$ cat config.mk
export PLATFORM = sky130hd
export DESIGN_NAME = lsd_top
export DESIGN_NICKNAME = d
export VERILOG_FILES = /design/src/core/lsd_pkg.sv /design/src/core/lsd_top.sv /design/src/core/lsd_cfg_regs.sv /design/src/core/lsd_seg_lookup.sv
export SDC_FILE = /design/constraint.sdc
export NUM_CORES = 1
export LEC_CHECK = 0
export ABC_AREA = 1
export BUFFER_PORTS_ARGS = -buffer_cell sky130_fd_sc_hd__buf_2
export CAP_MARGIN = 20
export CORE_MARGIN = 1.5
export CORE_UTILIZATION = 38
export CTS_CLUSTER_SIZE = 20
export DETAILED_ROUTE_END_ITERATION = 8
export GPL_TIMING_DRIVEN = 0
export PLACE_DENSITY = 0.75
export SYNTH_ARGS = -nofsm -noshare
export SYNTH_HDL_FRONTEND = slang
export SYNTH_SLANG_ARGS = --single-unit
$ cat constraint.sdc
create_clock -name pclk -period 3.5 [get_ports pclk]
set_input_delay 0.35 -clock pclk [delete_from_list [all_inputs] [get_ports pclk]]
set_output_delay 0.35 -clock pclk [all_outputs]
set_load 0.005 [all_outputs]
$ cat src/core/lsd_pkg.sv
// shared constants and types of the legacy segment decoder
package lsd_pkg;
   typedef logic [7:0]  lsd_byte_t;
   typedef logic [31:0] lsd_word_t;
   typedef logic [31:0] lsd_addr_t;
   typedef logic [9:0]  lsd_apb_addr_t;

   localparam int        NUM_ATTR      = 7;
   localparam lsd_byte_t IDX_ROW_FILL1 = 8'h52;
   localparam lsd_byte_t IDX_ROW_FILL2 = 8'h54;
   localparam lsd_byte_t IDX_HOLE      = 8'h58;
   localparam lsd_byte_t IDX_ATTR0     = 8'h59;
   localparam lsd_byte_t IDX_SYSMGMT_RAM_CTL     = 8'h70;

   localparam lsd_byte_t RST_REG       = 8'h00;
   localparam lsd_byte_t MASK_ROW_FILL = 8'h0F;
   localparam lsd_byte_t MASK_HOLE     = 8'h80;
   localparam lsd_byte_t MASK_ATTR     = 8'h33;
   localparam lsd_byte_t MASK_ATTR0    = 8'h30;
   localparam lsd_byte_t MASK_SYSMGMT_RAM_CTL    = 8'h02;
   localparam int        HOLE_ON_BIT   = 7;
   localparam int        ATTR_RE_BIT   = 0;
   localparam int        ATTR_WE_BIT   = 1;

   localparam lsd_addr_t VGA_BASE      = 32'h000A_0000;
   localparam lsd_addr_t EXP_BASE      = 32'h000C_0000;
   localparam lsd_addr_t SYS_BIOS_BASE = 32'h000F_0000;
   localparam lsd_addr_t ONE_MB        = 32'h0010_0000;
   localparam lsd_addr_t HOLE_BASE     = 32'h00F0_0000;
   localparam lsd_addr_t HOLE_END      = 32'h0100_0000;
   localparam lsd_addr_t DRAM_LIMIT    = 32'h2000_0000;
   localparam logic [5:0] SEG_BASE     = 6'h30;
endpackage

$ cat src/core/lsd_top.sv
// top of the legacy segment decoder: apb registers, host and peer steering
// Summary of operation
// - hole bit 7 set sends host cycles at 15-16 MB to the hub
// - peer cycles inside an enabled hole are not claimed
// - dram under the hole is never relocated, just unreachable
// - low four bits of the third dimm population register hold its code
// - population extension register turns read-only once config lock is set
// - dram decode covers at most 512 MB
// - thirteen legacy segments controlled by seven attribute registers
// - attributes apply to host and peer initiators alike
// - read enable sends host reads to dram, else to the hub
// - write enable sends host writes to dram, else to the hub
// - each attribute nibble: reserved, reserved, write enable, read enable
// - both bits clear: everything to hub, no peer claims
// - read only: reads to dram, writes to hub, peer reads only
// - write only: writes to dram, reads to hub, peer writes only
// - both bits set: host and peer reads and writes to dram
// - C0000h to DFFFFh is eight 16 KB segments, nibbles ascending
// - E0000h to EFFFFh is four 16 KB segments, nibbles ascending
// - F0000h segment uses first register high nibble, off after reset
//
// Decided for this implementation: the APB slave port.
`timescale 1ns/1ps
module lsd_top (
   input  wire logic                  pclk,
   input  wire logic                  presetn,
   input  wire logic                  clk_en,
   input  wire logic                  psel,
   input  wire logic                  penable,
   input  wire logic                  pwrite,
   input  wire lsd_pkg::lsd_apb_addr_t paddr,
   input  wire lsd_pkg::lsd_word_t    pwdata,
   output wire lsd_pkg::lsd_word_t    prdata,
   output wire logic                  pready,
   output wire logic                  pslverr,
   input  wire logic                  host_req,
   input  wire logic                  host_wr,
   input  wire lsd_pkg::lsd_addr_t    host_addr,
   output wire logic                  host_done,
   output wire logic                  host_to_dram,
   output wire logic                  host_to_hub,
   input  wire logic                  peer_req,
   input  wire logic                  peer_wr,
   input  wire lsd_pkg::lsd_addr_t    peer_addr,
   output wire logic                  peer_done,
   output wire logic                  peer_claim
);
   import lsd_pkg::*;

   logic        pready_ff;
   logic        pslverr_ff;
   logic        host_done_ff;
   logic        host_dram_ff;
   logic        host_hub_ff;
   logic        peer_done_ff;
   logic        peer_claim_ff;
   logic        nxt_pslverr;
   logic        nxt_host_dram;
   logic        nxt_host_hub;
   logic        nxt_peer_claim;
   logic        setup_w;
   logic        access_w;
   logic        aligned_w;
   logic        wr_en_w;
   lsd_byte_t   idx_w;
   lsd_byte_t   cfg_rd;
   lsd_byte_t   cfg_row2;
   logic [55:0] cfg_attr;
   logic        cfg_hole_on;
   logic        cfg_frozen;
   logic        h_legacy;
   logic        h_re;
   logic        h_we;
   logic        h_hole;
   logic        h_dram_rd;
   logic        h_dram_wr;
   logic        p_legacy;
   logic        p_re;
   logic        p_we;
   logic        p_hole;
   logic        p_dram_rd;
   logic        p_dram_wr;

   function automatic logic is_mapped(input lsd_byte_t idx);
      is_mapped = (idx == IDX_ROW_FILL1) || (idx == IDX_ROW_FILL2) ||
                  (idx == IDX_HOLE) || (idx == IDX_SYSMGMT_RAM_CTL) ||
                  ((idx >= IDX_ATTR0) && (idx < IDX_ATTR0 + 8'(NUM_ATTR)));
   endfunction

   // apb decode: register index is the word address
   assign idx_w       = paddr[9:2];
   assign aligned_w   = paddr[1:0] == 2'h0;
   assign setup_w     = psel && !penable;
   assign access_w    = psel && penable && pready_ff;
   assign nxt_pslverr = setup_w && !(aligned_w && is_mapped(idx_w));
   assign wr_en_w     = access_w && pwrite && aligned_w && is_mapped(idx_w);

   // ready one cycle after setup keeps every access at fixed length
   always_ff @(posedge pclk or negedge presetn) begin
      if (!presetn) begin
         pready_ff  <= 1'b0;
         pslverr_ff <= 1'b0;
      end else if (clk_en) begin
         pready_ff  <= setup_w;
         pslverr_ff <= nxt_pslverr;
      end
   end

   lsd_cfg_regs u_regs (
      .pclk                (pclk),
      .presetn             (presetn),
      .ce                  (clk_en),
      .wr_en               (wr_en_w),
      .wr_idx              (idx_w),
      .wr_data             (pwdata[7:0]),
      .rd_en               (setup_w),
      .rd_idx              (idx_w),
      .rd_data             (cfg_rd),
      .attr_flat           (cfg_attr),
      .hole_on             (cfg_hole_on),
      .config_freeze       (cfg_frozen),
      .row_fill_third_dimm (cfg_row2)
   );

   // one classifier per initiator so both can be steered in the same cycle
   lsd_seg_lookup u_host_lu (
      .addr      (host_addr),
      .attr_flat (cfg_attr),
      .hole_on   (cfg_hole_on),
      .in_legacy (h_legacy),
      .attr_re   (h_re),
      .attr_we   (h_we),
      .in_hole   (h_hole),
      .dram_rd   (h_dram_rd),
      .dram_wr   (h_dram_wr)
   );

   lsd_seg_lookup u_peer_lu (
      .addr      (peer_addr),
      .attr_flat (cfg_attr),
      .hole_on   (cfg_hole_on),
      .in_legacy (p_legacy),
      .attr_re   (p_re),
      .attr_we   (p_we),
      .in_hole   (p_hole),
      .dram_rd   (p_dram_rd),
      .dram_wr   (p_dram_wr)
   );

   // host steering: the decision stands until the next request
   assign nxt_host_dram  = host_req ? (host_wr ? h_dram_wr : h_dram_rd)
                                    : host_dram_ff;
   assign nxt_host_hub   = host_req ? !(host_wr ? h_dram_wr : h_dram_rd)
                                    : host_hub_ff;
   // peer claim uses the same attributes; hole and vga never claimed
   assign nxt_peer_claim = peer_req ? (peer_wr ? p_dram_wr : p_dram_rd)
                                    : peer_claim_ff;

   always_ff @(posedge pclk or negedge presetn) begin
      if (!presetn) begin
         host_done_ff <= 1'b0;
         host_dram_ff <= 1'b0;
         host_hub_ff  <= 1'b0;
      end else if (clk_en) begin
         host_done_ff <= host_req;
         host_dram_ff <= nxt_host_dram;
         host_hub_ff  <= nxt_host_hub;
      end
   end

   always_ff @(posedge pclk or negedge presetn) begin
      if (!presetn) begin
         peer_done_ff  <= 1'b0;
         peer_claim_ff <= 1'b0;
      end else if (clk_en) begin
         peer_done_ff  <= peer_req;
         peer_claim_ff <= nxt_peer_claim;
      end
   end

   assign prdata       = {24'h000000, cfg_rd};
   assign pready       = pready_ff;
   assign pslverr      = pslverr_ff;
   assign host_done    = host_done_ff;
   assign host_to_dram = host_dram_ff;
   assign host_to_hub  = host_hub_ff;
   assign peer_done    = peer_done_ff;
   assign peer_claim   = peer_claim_ff;
endmodule

$ cat src/core/lsd_cfg_regs.sv
// configuration register store with registered read port
`timescale 1ns/1ps
module lsd_cfg_regs (
   input  wire logic              pclk,
   input  wire logic              presetn,
   input  wire logic              ce,
   input  wire logic              wr_en,
   input  wire lsd_pkg::lsd_byte_t wr_idx,
   input  wire lsd_pkg::lsd_byte_t wr_data,
   input  wire logic              rd_en,
   input  wire lsd_pkg::lsd_byte_t rd_idx,
   output wire lsd_pkg::lsd_byte_t rd_data,
   output wire logic [55:0]       attr_flat,
   output wire logic              hole_on,
   output wire logic              config_freeze,
   output wire lsd_pkg::lsd_byte_t row_fill_third_dimm
);
   import lsd_pkg::*;

   lsd_byte_t attr_ff [NUM_ATTR];
   lsd_byte_t row1_ff, row2_ff, hole_ff, rd_data_ff, nxt_rd_data;
   logic      config_freeze_ff;
   logic      attr_rd;
   logic [2:0] attr_sel;

   genvar gi;
   generate
      for (gi = 0; gi < NUM_ATTR; gi++) begin : g_attr
         wire lsd_byte_t mask_w = (gi == 0) ? MASK_ATTR0 : MASK_ATTR;
         wire logic      hit_w  = wr_en && (wr_idx == IDX_ATTR0 + 8'(gi));
         always_ff @(posedge pclk or negedge presetn) begin
            if (!presetn)
               attr_ff[gi] <= RST_REG;
            else if (ce && hit_w)
               attr_ff[gi] <= wr_data & mask_w;
         end
         assign attr_flat[gi*8 +: 8] = attr_ff[gi];
      end
   endgenerate

   always_ff @(posedge pclk or negedge presetn) begin
      if (!presetn) begin
         row1_ff          <= RST_REG;
         row2_ff          <= RST_REG;
         hole_ff          <= RST_REG;
         config_freeze_ff <= 1'b0;
      end else if (ce && wr_en) begin
         if (wr_idx == IDX_ROW_FILL1)
            row1_ff <= wr_data;
         if (wr_idx == IDX_ROW_FILL2 && !config_freeze_ff)
            row2_ff <= wr_data & MASK_ROW_FILL;
         if (wr_idx == IDX_HOLE)
            hole_ff <= wr_data & MASK_HOLE;
         // lock is set-only: only reset reopens the population register
         if (wr_idx == IDX_SYSMGMT_RAM_CTL)
            config_freeze_ff <= config_freeze_ff | (|(wr_data & MASK_SYSMGMT_RAM_CTL));
      end
   end

   assign attr_sel    = 3'(rd_idx - IDX_ATTR0);
   assign attr_rd     = (rd_idx >= IDX_ATTR0) && (rd_idx < IDX_ATTR0 + 8'(NUM_ATTR));
   assign nxt_rd_data = attr_rd ? attr_ff[attr_sel] :
                        (rd_idx == IDX_ROW_FILL1) ? row1_ff :
                        (rd_idx == IDX_ROW_FILL2) ? row2_ff :
                        (rd_idx == IDX_HOLE) ? hole_ff :
                        (rd_idx == IDX_SYSMGMT_RAM_CTL) ? (MASK_SYSMGMT_RAM_CTL & {8{config_freeze_ff}}) :
                        RST_REG;

   always_ff @(posedge pclk or negedge presetn) begin
      if (!presetn)
         rd_data_ff <= RST_REG;
      else if (ce && rd_en)
         rd_data_ff <= nxt_rd_data;
   end

   assign rd_data             = rd_data_ff;
   assign hole_on             = hole_ff[HOLE_ON_BIT];
   assign config_freeze       = config_freeze_ff;
   assign row_fill_third_dimm = row2_ff;
endmodule

$ cat src/core/lsd_seg_lookup.sv
// address classifier: legacy segment attributes, hole, window limits
`timescale 1ns/1ps
module lsd_seg_lookup (
   input  wire lsd_pkg::lsd_addr_t addr,
   input  wire logic [55:0]        attr_flat,
   input  wire logic               hole_on,
   output wire logic               in_legacy,
   output wire logic               attr_re,
   output wire logic               attr_we,
   output wire logic               in_hole,
   output wire logic               dram_rd,
   output wire logic               dram_wr
);
   import lsd_pkg::*;

   wire logic       in_bios = (addr >= SYS_BIOS_BASE) && (addr < ONE_MB);
   wire logic       in_vga  = (addr >= VGA_BASE) && (addr < EXP_BASE);
   wire logic       in_ram  = addr < DRAM_LIMIT;
   wire logic [3:0] seg_k   = 4'(addr[19:14] - SEG_BASE);
   wire logic [2:0] reg_i   = in_bios ? 3'h0 : 3'(seg_k[3:1] + 3'h1);
   wire logic       hi_nib  = in_bios | seg_k[0];
   wire lsd_byte_t  byte_w  = attr_flat[{reg_i, 3'h0} +: 8];
   wire logic [3:0] nib_w   = hi_nib ? byte_w[7:4] : byte_w[3:0];

   assign in_legacy = (addr >= EXP_BASE) && (addr < ONE_MB);
   assign attr_re   = in_legacy & nib_w[ATTR_RE_BIT];
   assign attr_we   = in_legacy & nib_w[ATTR_WE_BIT];
   // the hole only hides dram: nothing below it is moved elsewhere
   assign in_hole   = hole_on && (addr >= HOLE_BASE) && (addr < HOLE_END);
   assign dram_rd   = in_ram & ~in_hole & ~in_vga & (~in_legacy | attr_re);
   assign dram_wr   = in_ram & ~in_hole & ~in_vga & (~in_legacy | attr_we);
endmodule

==> summary.txt <==
Floorplanning
  – Die footprint: 0.0107 mm²
  – Initial standard-cell utilization of the core: 0.392
  – Die X: roughly 100 µm
  – Number of I/O pins: 155
  – Standard-cell rows: 36
  – Die outline height: a little over 100 µm
  – Area of the placeable core: between 0.009 and 0.01 mm²

Timing
  – Clock Skews: 0.0162 ns
  – RSZ-0062 raised after global routing: false
  – Worst slew pin tran: 0.742 ns
  – Final min period: around 2.6 ns
  – Max frequency: 0.387 GHz
  – Number of hold-slack violations in the final timing report: 0
  – Total negative slack for setup checks: 0 ns
  – Final critical-path setup slack: 0.919 ns
  – Total setup violations reported at the end of the flow: 0
  – Count of final max-slew check failures: 0
  – Part of the cycle the worst path needs: 0.737
  – Slew Limit Headroom: 0.502

Global route
  – Largest net degree at the start of global routing: 42
  – Overall global routing resource usage: 0.210
  – Antenna violations before repair: 0
  – First-pass GRT wire length: 17.3 mm
  – Vias in the first global route: 3,631
  – Total congestion overflow: 0

Critical path
  – Slowest stage cell on the critical path: clkinv_1
  – Endpoint of the most critical register-to-register path: host_to_hub
  – Startpoint of the worst-slack reg-to-reg timing path: u_regs.attr_flat[48]
  – Worst EP arrival: between 2 and 3 ns
  – Type of destination of the critical path: flip-flop
  – Critical path type: input port to flip-flop
  – Cell Chain, Critical Path: buf_2 -> clkbuf_1 -> clkinv_1 -> ha_1 -> inv_1 -> nor3_1 -> nor3_1 -> nand3_2 -> nand2_2 -> clkinv_2 -> nand3_1 -> o21ai_0
  – CP Launch Type: input port
  – CP delay by family, top: buffers and inverters
  – Cell count of the worst reg-to-reg path: 11
  – Register-to-register path setup slack: 1.98 ns
  – Number of buffer and inverter stages on the critical path: 5
  – Stage delay of the slowest cell on the critical path: 0.38 ns
  – Required time worst endpoint: about 3.7 ns
  – Worst path most repeated cell: nor3_1
  – Largest fanout on the critical path: 10

Placed design
  – Number of port buffers: 77
  – Post-placement worst setup slack: between 0.5 and 0.6 ns
  – Post-DP HPWL: 8.56 mm
  – Final estimated routing congestion in global placement: 0.937
  – Placed cell area: 0.00449 mm²

Cells and area
  – Final standard cell area without fillers: 0.00459 mm²
  – Number of fillers in the final layout: 1,006
  – Sequential cell area: about 0.0014 mm²
  – Most common cell after layout, fill and taps aside: nand2_1
  – Total area of multi-input combinational cells: approximately 0.0020 mm²
  – Area Growth Syn to Fin: 20.0%
  – N_diodes: 0
  – Fin nets: 779
  – Layout cell share with drive strength beyond 1: 0.205
  – Most frequent cells in the layout: nand2_1 (139), buf_2 (79), inv_1 (77)

Route
  – Sum of routed wire length over all layers: roughly 11 mm
  – DRT iter0 DRCs: 254
  – Remaining design rule violation count: 0
  – Number of detailed-route iterations in the first pass: 5
  – Average via count per standard cell: 4.99
  – Overall via count from detail_route: 3,929
  – Routed WL per cell: between 10 and 15 µm
  – Number of nets still failing antenna checks after routing: 0

Min path
  – Hold Path Class: input port to flip-flop
  – Number of cells on the worst hold path: 3
  – Startpoint of the worst hold path: pwdata[6]
  – Worst Hold Endpoint: u_regs.row1_ff[6]

Yosys
  – Avg Inst Size Synth: around 7 µm²
  – Area of the mapped netlist: around 0.0038 mm²
  – Post-synthesis instance total: 545
  – Number of synthesized register bits: 55
  – Number of warnings issued by yosys: 0
  – Seq/Total Area, Yosys: 0.359
  – Distinct cell type count after synthesis: a little over 40

Power
  – Power Dens Cells: 282 mW/mm²
  – Leakage component of the power: 0.00245 µW
  – Largest voltage drop on the vdd net: 0.000178 V

Clock network
  – Number of sinks handled by clock tree synthesis: 55
  – H-tree level count: 2
  – CTS clk-pin slew, worst paths: 0.11 ns
  – Clock network latency to the later pin of the worst-skew pair: 0.32 ns
  – Maximum clock path buffer count: 2
  – TritonCTS clock tree: yes
  – CTS Buf Count: 5
  – Library cell used as clock root buffer: clkbuf_8

Run
  – Number of max-cap violations: 0

Status
  – Outcome: complete, no violations
cell usage after synthesis, drive strengths merged:
| library cell | number | share of area |
|---|---|---|
| nand2 | 142 | 0.14 |
| inv | 77 | 0.075 |
| nand3 | 69 | 0.094 |
| dfrtp | 55 | 0.36 |
| o21ai | 53 | 0.076 |
| nor2 | 30 | 0.032 |
| buf | 28 | 0.056 |
| a21oi | 19 | 0.025 |
| nor3 | 13 | 0.020 |
| nand4 | 10 | 0.016 |
| ha | 9 | 0.029 |
| clkbuf | 8 | 0.0078 |
| o2111ai | 5 | 0.011 |
| a32oi | 3 | 0.0069 |
| a31oi | 2 | 0.0033 |
| clkinv | 2 | 0.0023 |
| nand3b | 2 | 0.0039 |
| o211ai | 2 | 0.0039 |
| o311ai | 2 | 0.0046 |
| xor2 | 2 | 0.0046 |
| a2111oi | 1 | 0.0023 |
| a21o | 1 | 0.0020 |
| a22o | 1 | 0.0026 |
| a22oi | 1 | 0.0020 |
| and3 | 1 | 0.0016 |
| conb | 1 | 0.00098 |
| nor3b | 1 | 0.0020 |
| nor4 | 1 | 0.0056 |
| o31ai | 1 | 0.0020 |
| o41ai | 1 | 0.0023 |
| or2 | 1 | 0.0016 |
| xnor2 | 1 | 0.0023 |
layer usage:
metal / part of all wire / wire (µm) / global-route usage
met5: 0 / 0 / 0
met4: 0.020 / 215 / 0.0676
met3: 0.055 / 602 / 0.0208
met2: 0.48 / 5250 / 0.366
met1: 0.45 / 4890 / 0.275
worst register-to-register path, delay by kind of cell (launching register included):
kind | cells | cell delay (ns)
compound gates | 1 | 0.33
buf+inv | 2 | 0.16
flops | 1 | 0.38
simple gates | 8 | 0.55
kinds of logic after synthesis:
| group | after synthesis | synth area share |
|---|---|---|
| other | 1 | 0.000979 |
| buffers and inverters | 115 | 0.141 |
| AND/OR/NAND/NOR | 270 | 0.318 |
| XOR/XNOR | 3 | 0.00686 |
| AO/OA/AOI/OAI | 92 | 0.144 |
| flip-flops | 55 | 0.359 |
| adder cells (fa/ha/maj) | 9 | 0.0294 |
area by class of cell:
cell class / instances / area share
Sequential cell: 55 / 0.300
Multi-Input combinational cell: 398 / 0.435
Tap cell: 133 / 0.0362
Inverter: 79 / 0.0648
Buffer: 36 / 0.0528
Clock inverter: 3 / 0.00599
Clock buffer: 5 / 0.0150
Timing Repair Buffer: 79 / 0.0904
power by group:
group	switching, µW	internal, µW
sequential	6.51	646
clock	233	148
combinational	158	106
total	397	900
per-stage QoR:
step           cells  hold WS, ns  utilization  power, µW
6_report         788        0.270        0.470       1300
5_1_grt          788        0.285        0.470       1370
4_1_cts          788        0.259        0.470       1300
3_5_place_dp     779        0.277        0.459        927
3_3_place_gp     778        0.455        0.457        919
2_1_floorplan    568       0.0544            -        821
worst max path at each step:
stage	start	to	slack (ns)	cells after the start
finish	paddr[2]	u_regs.attr_flat[20]	0.92	12
global route	paddr[2]	u_regs.attr_flat[28]	0.64	13
CTS	paddr[2]	u_regs.attr_flat[45]	0.91	12
detailed placement	paddr[2]	u_regs.attr_flat[45]	0.57	12
global placement	paddr[2]	u_regs.attr_flat[45]	0.65	12
floorplan	host_addr[15]	host_to_hub	1.22	15
repair_timing:
item / 4_1_cts / 5_1_grt
gates resized for setup: 0 / 0
hold endpoints to repair: 14 / 0
hold buffers: 1 / 0
buffers inserted: 0 / 0
sequential cells by signal, summed over array words and instances, names as in the netlist:
name and count:
u_regs.attr_flat 26, u_regs.rd_data 8, u_regs.row1_ff 8, u_regs.row_fill_third_dimm 4, host_done 1, host_to_dram 1, host_to_hub 1, peer_claim 1
peer_done 1, pready 1, pslverr 1, u_regs.config_freeze 1, u_regs.hole_ff 1
(Power assumes the default switching activity.)
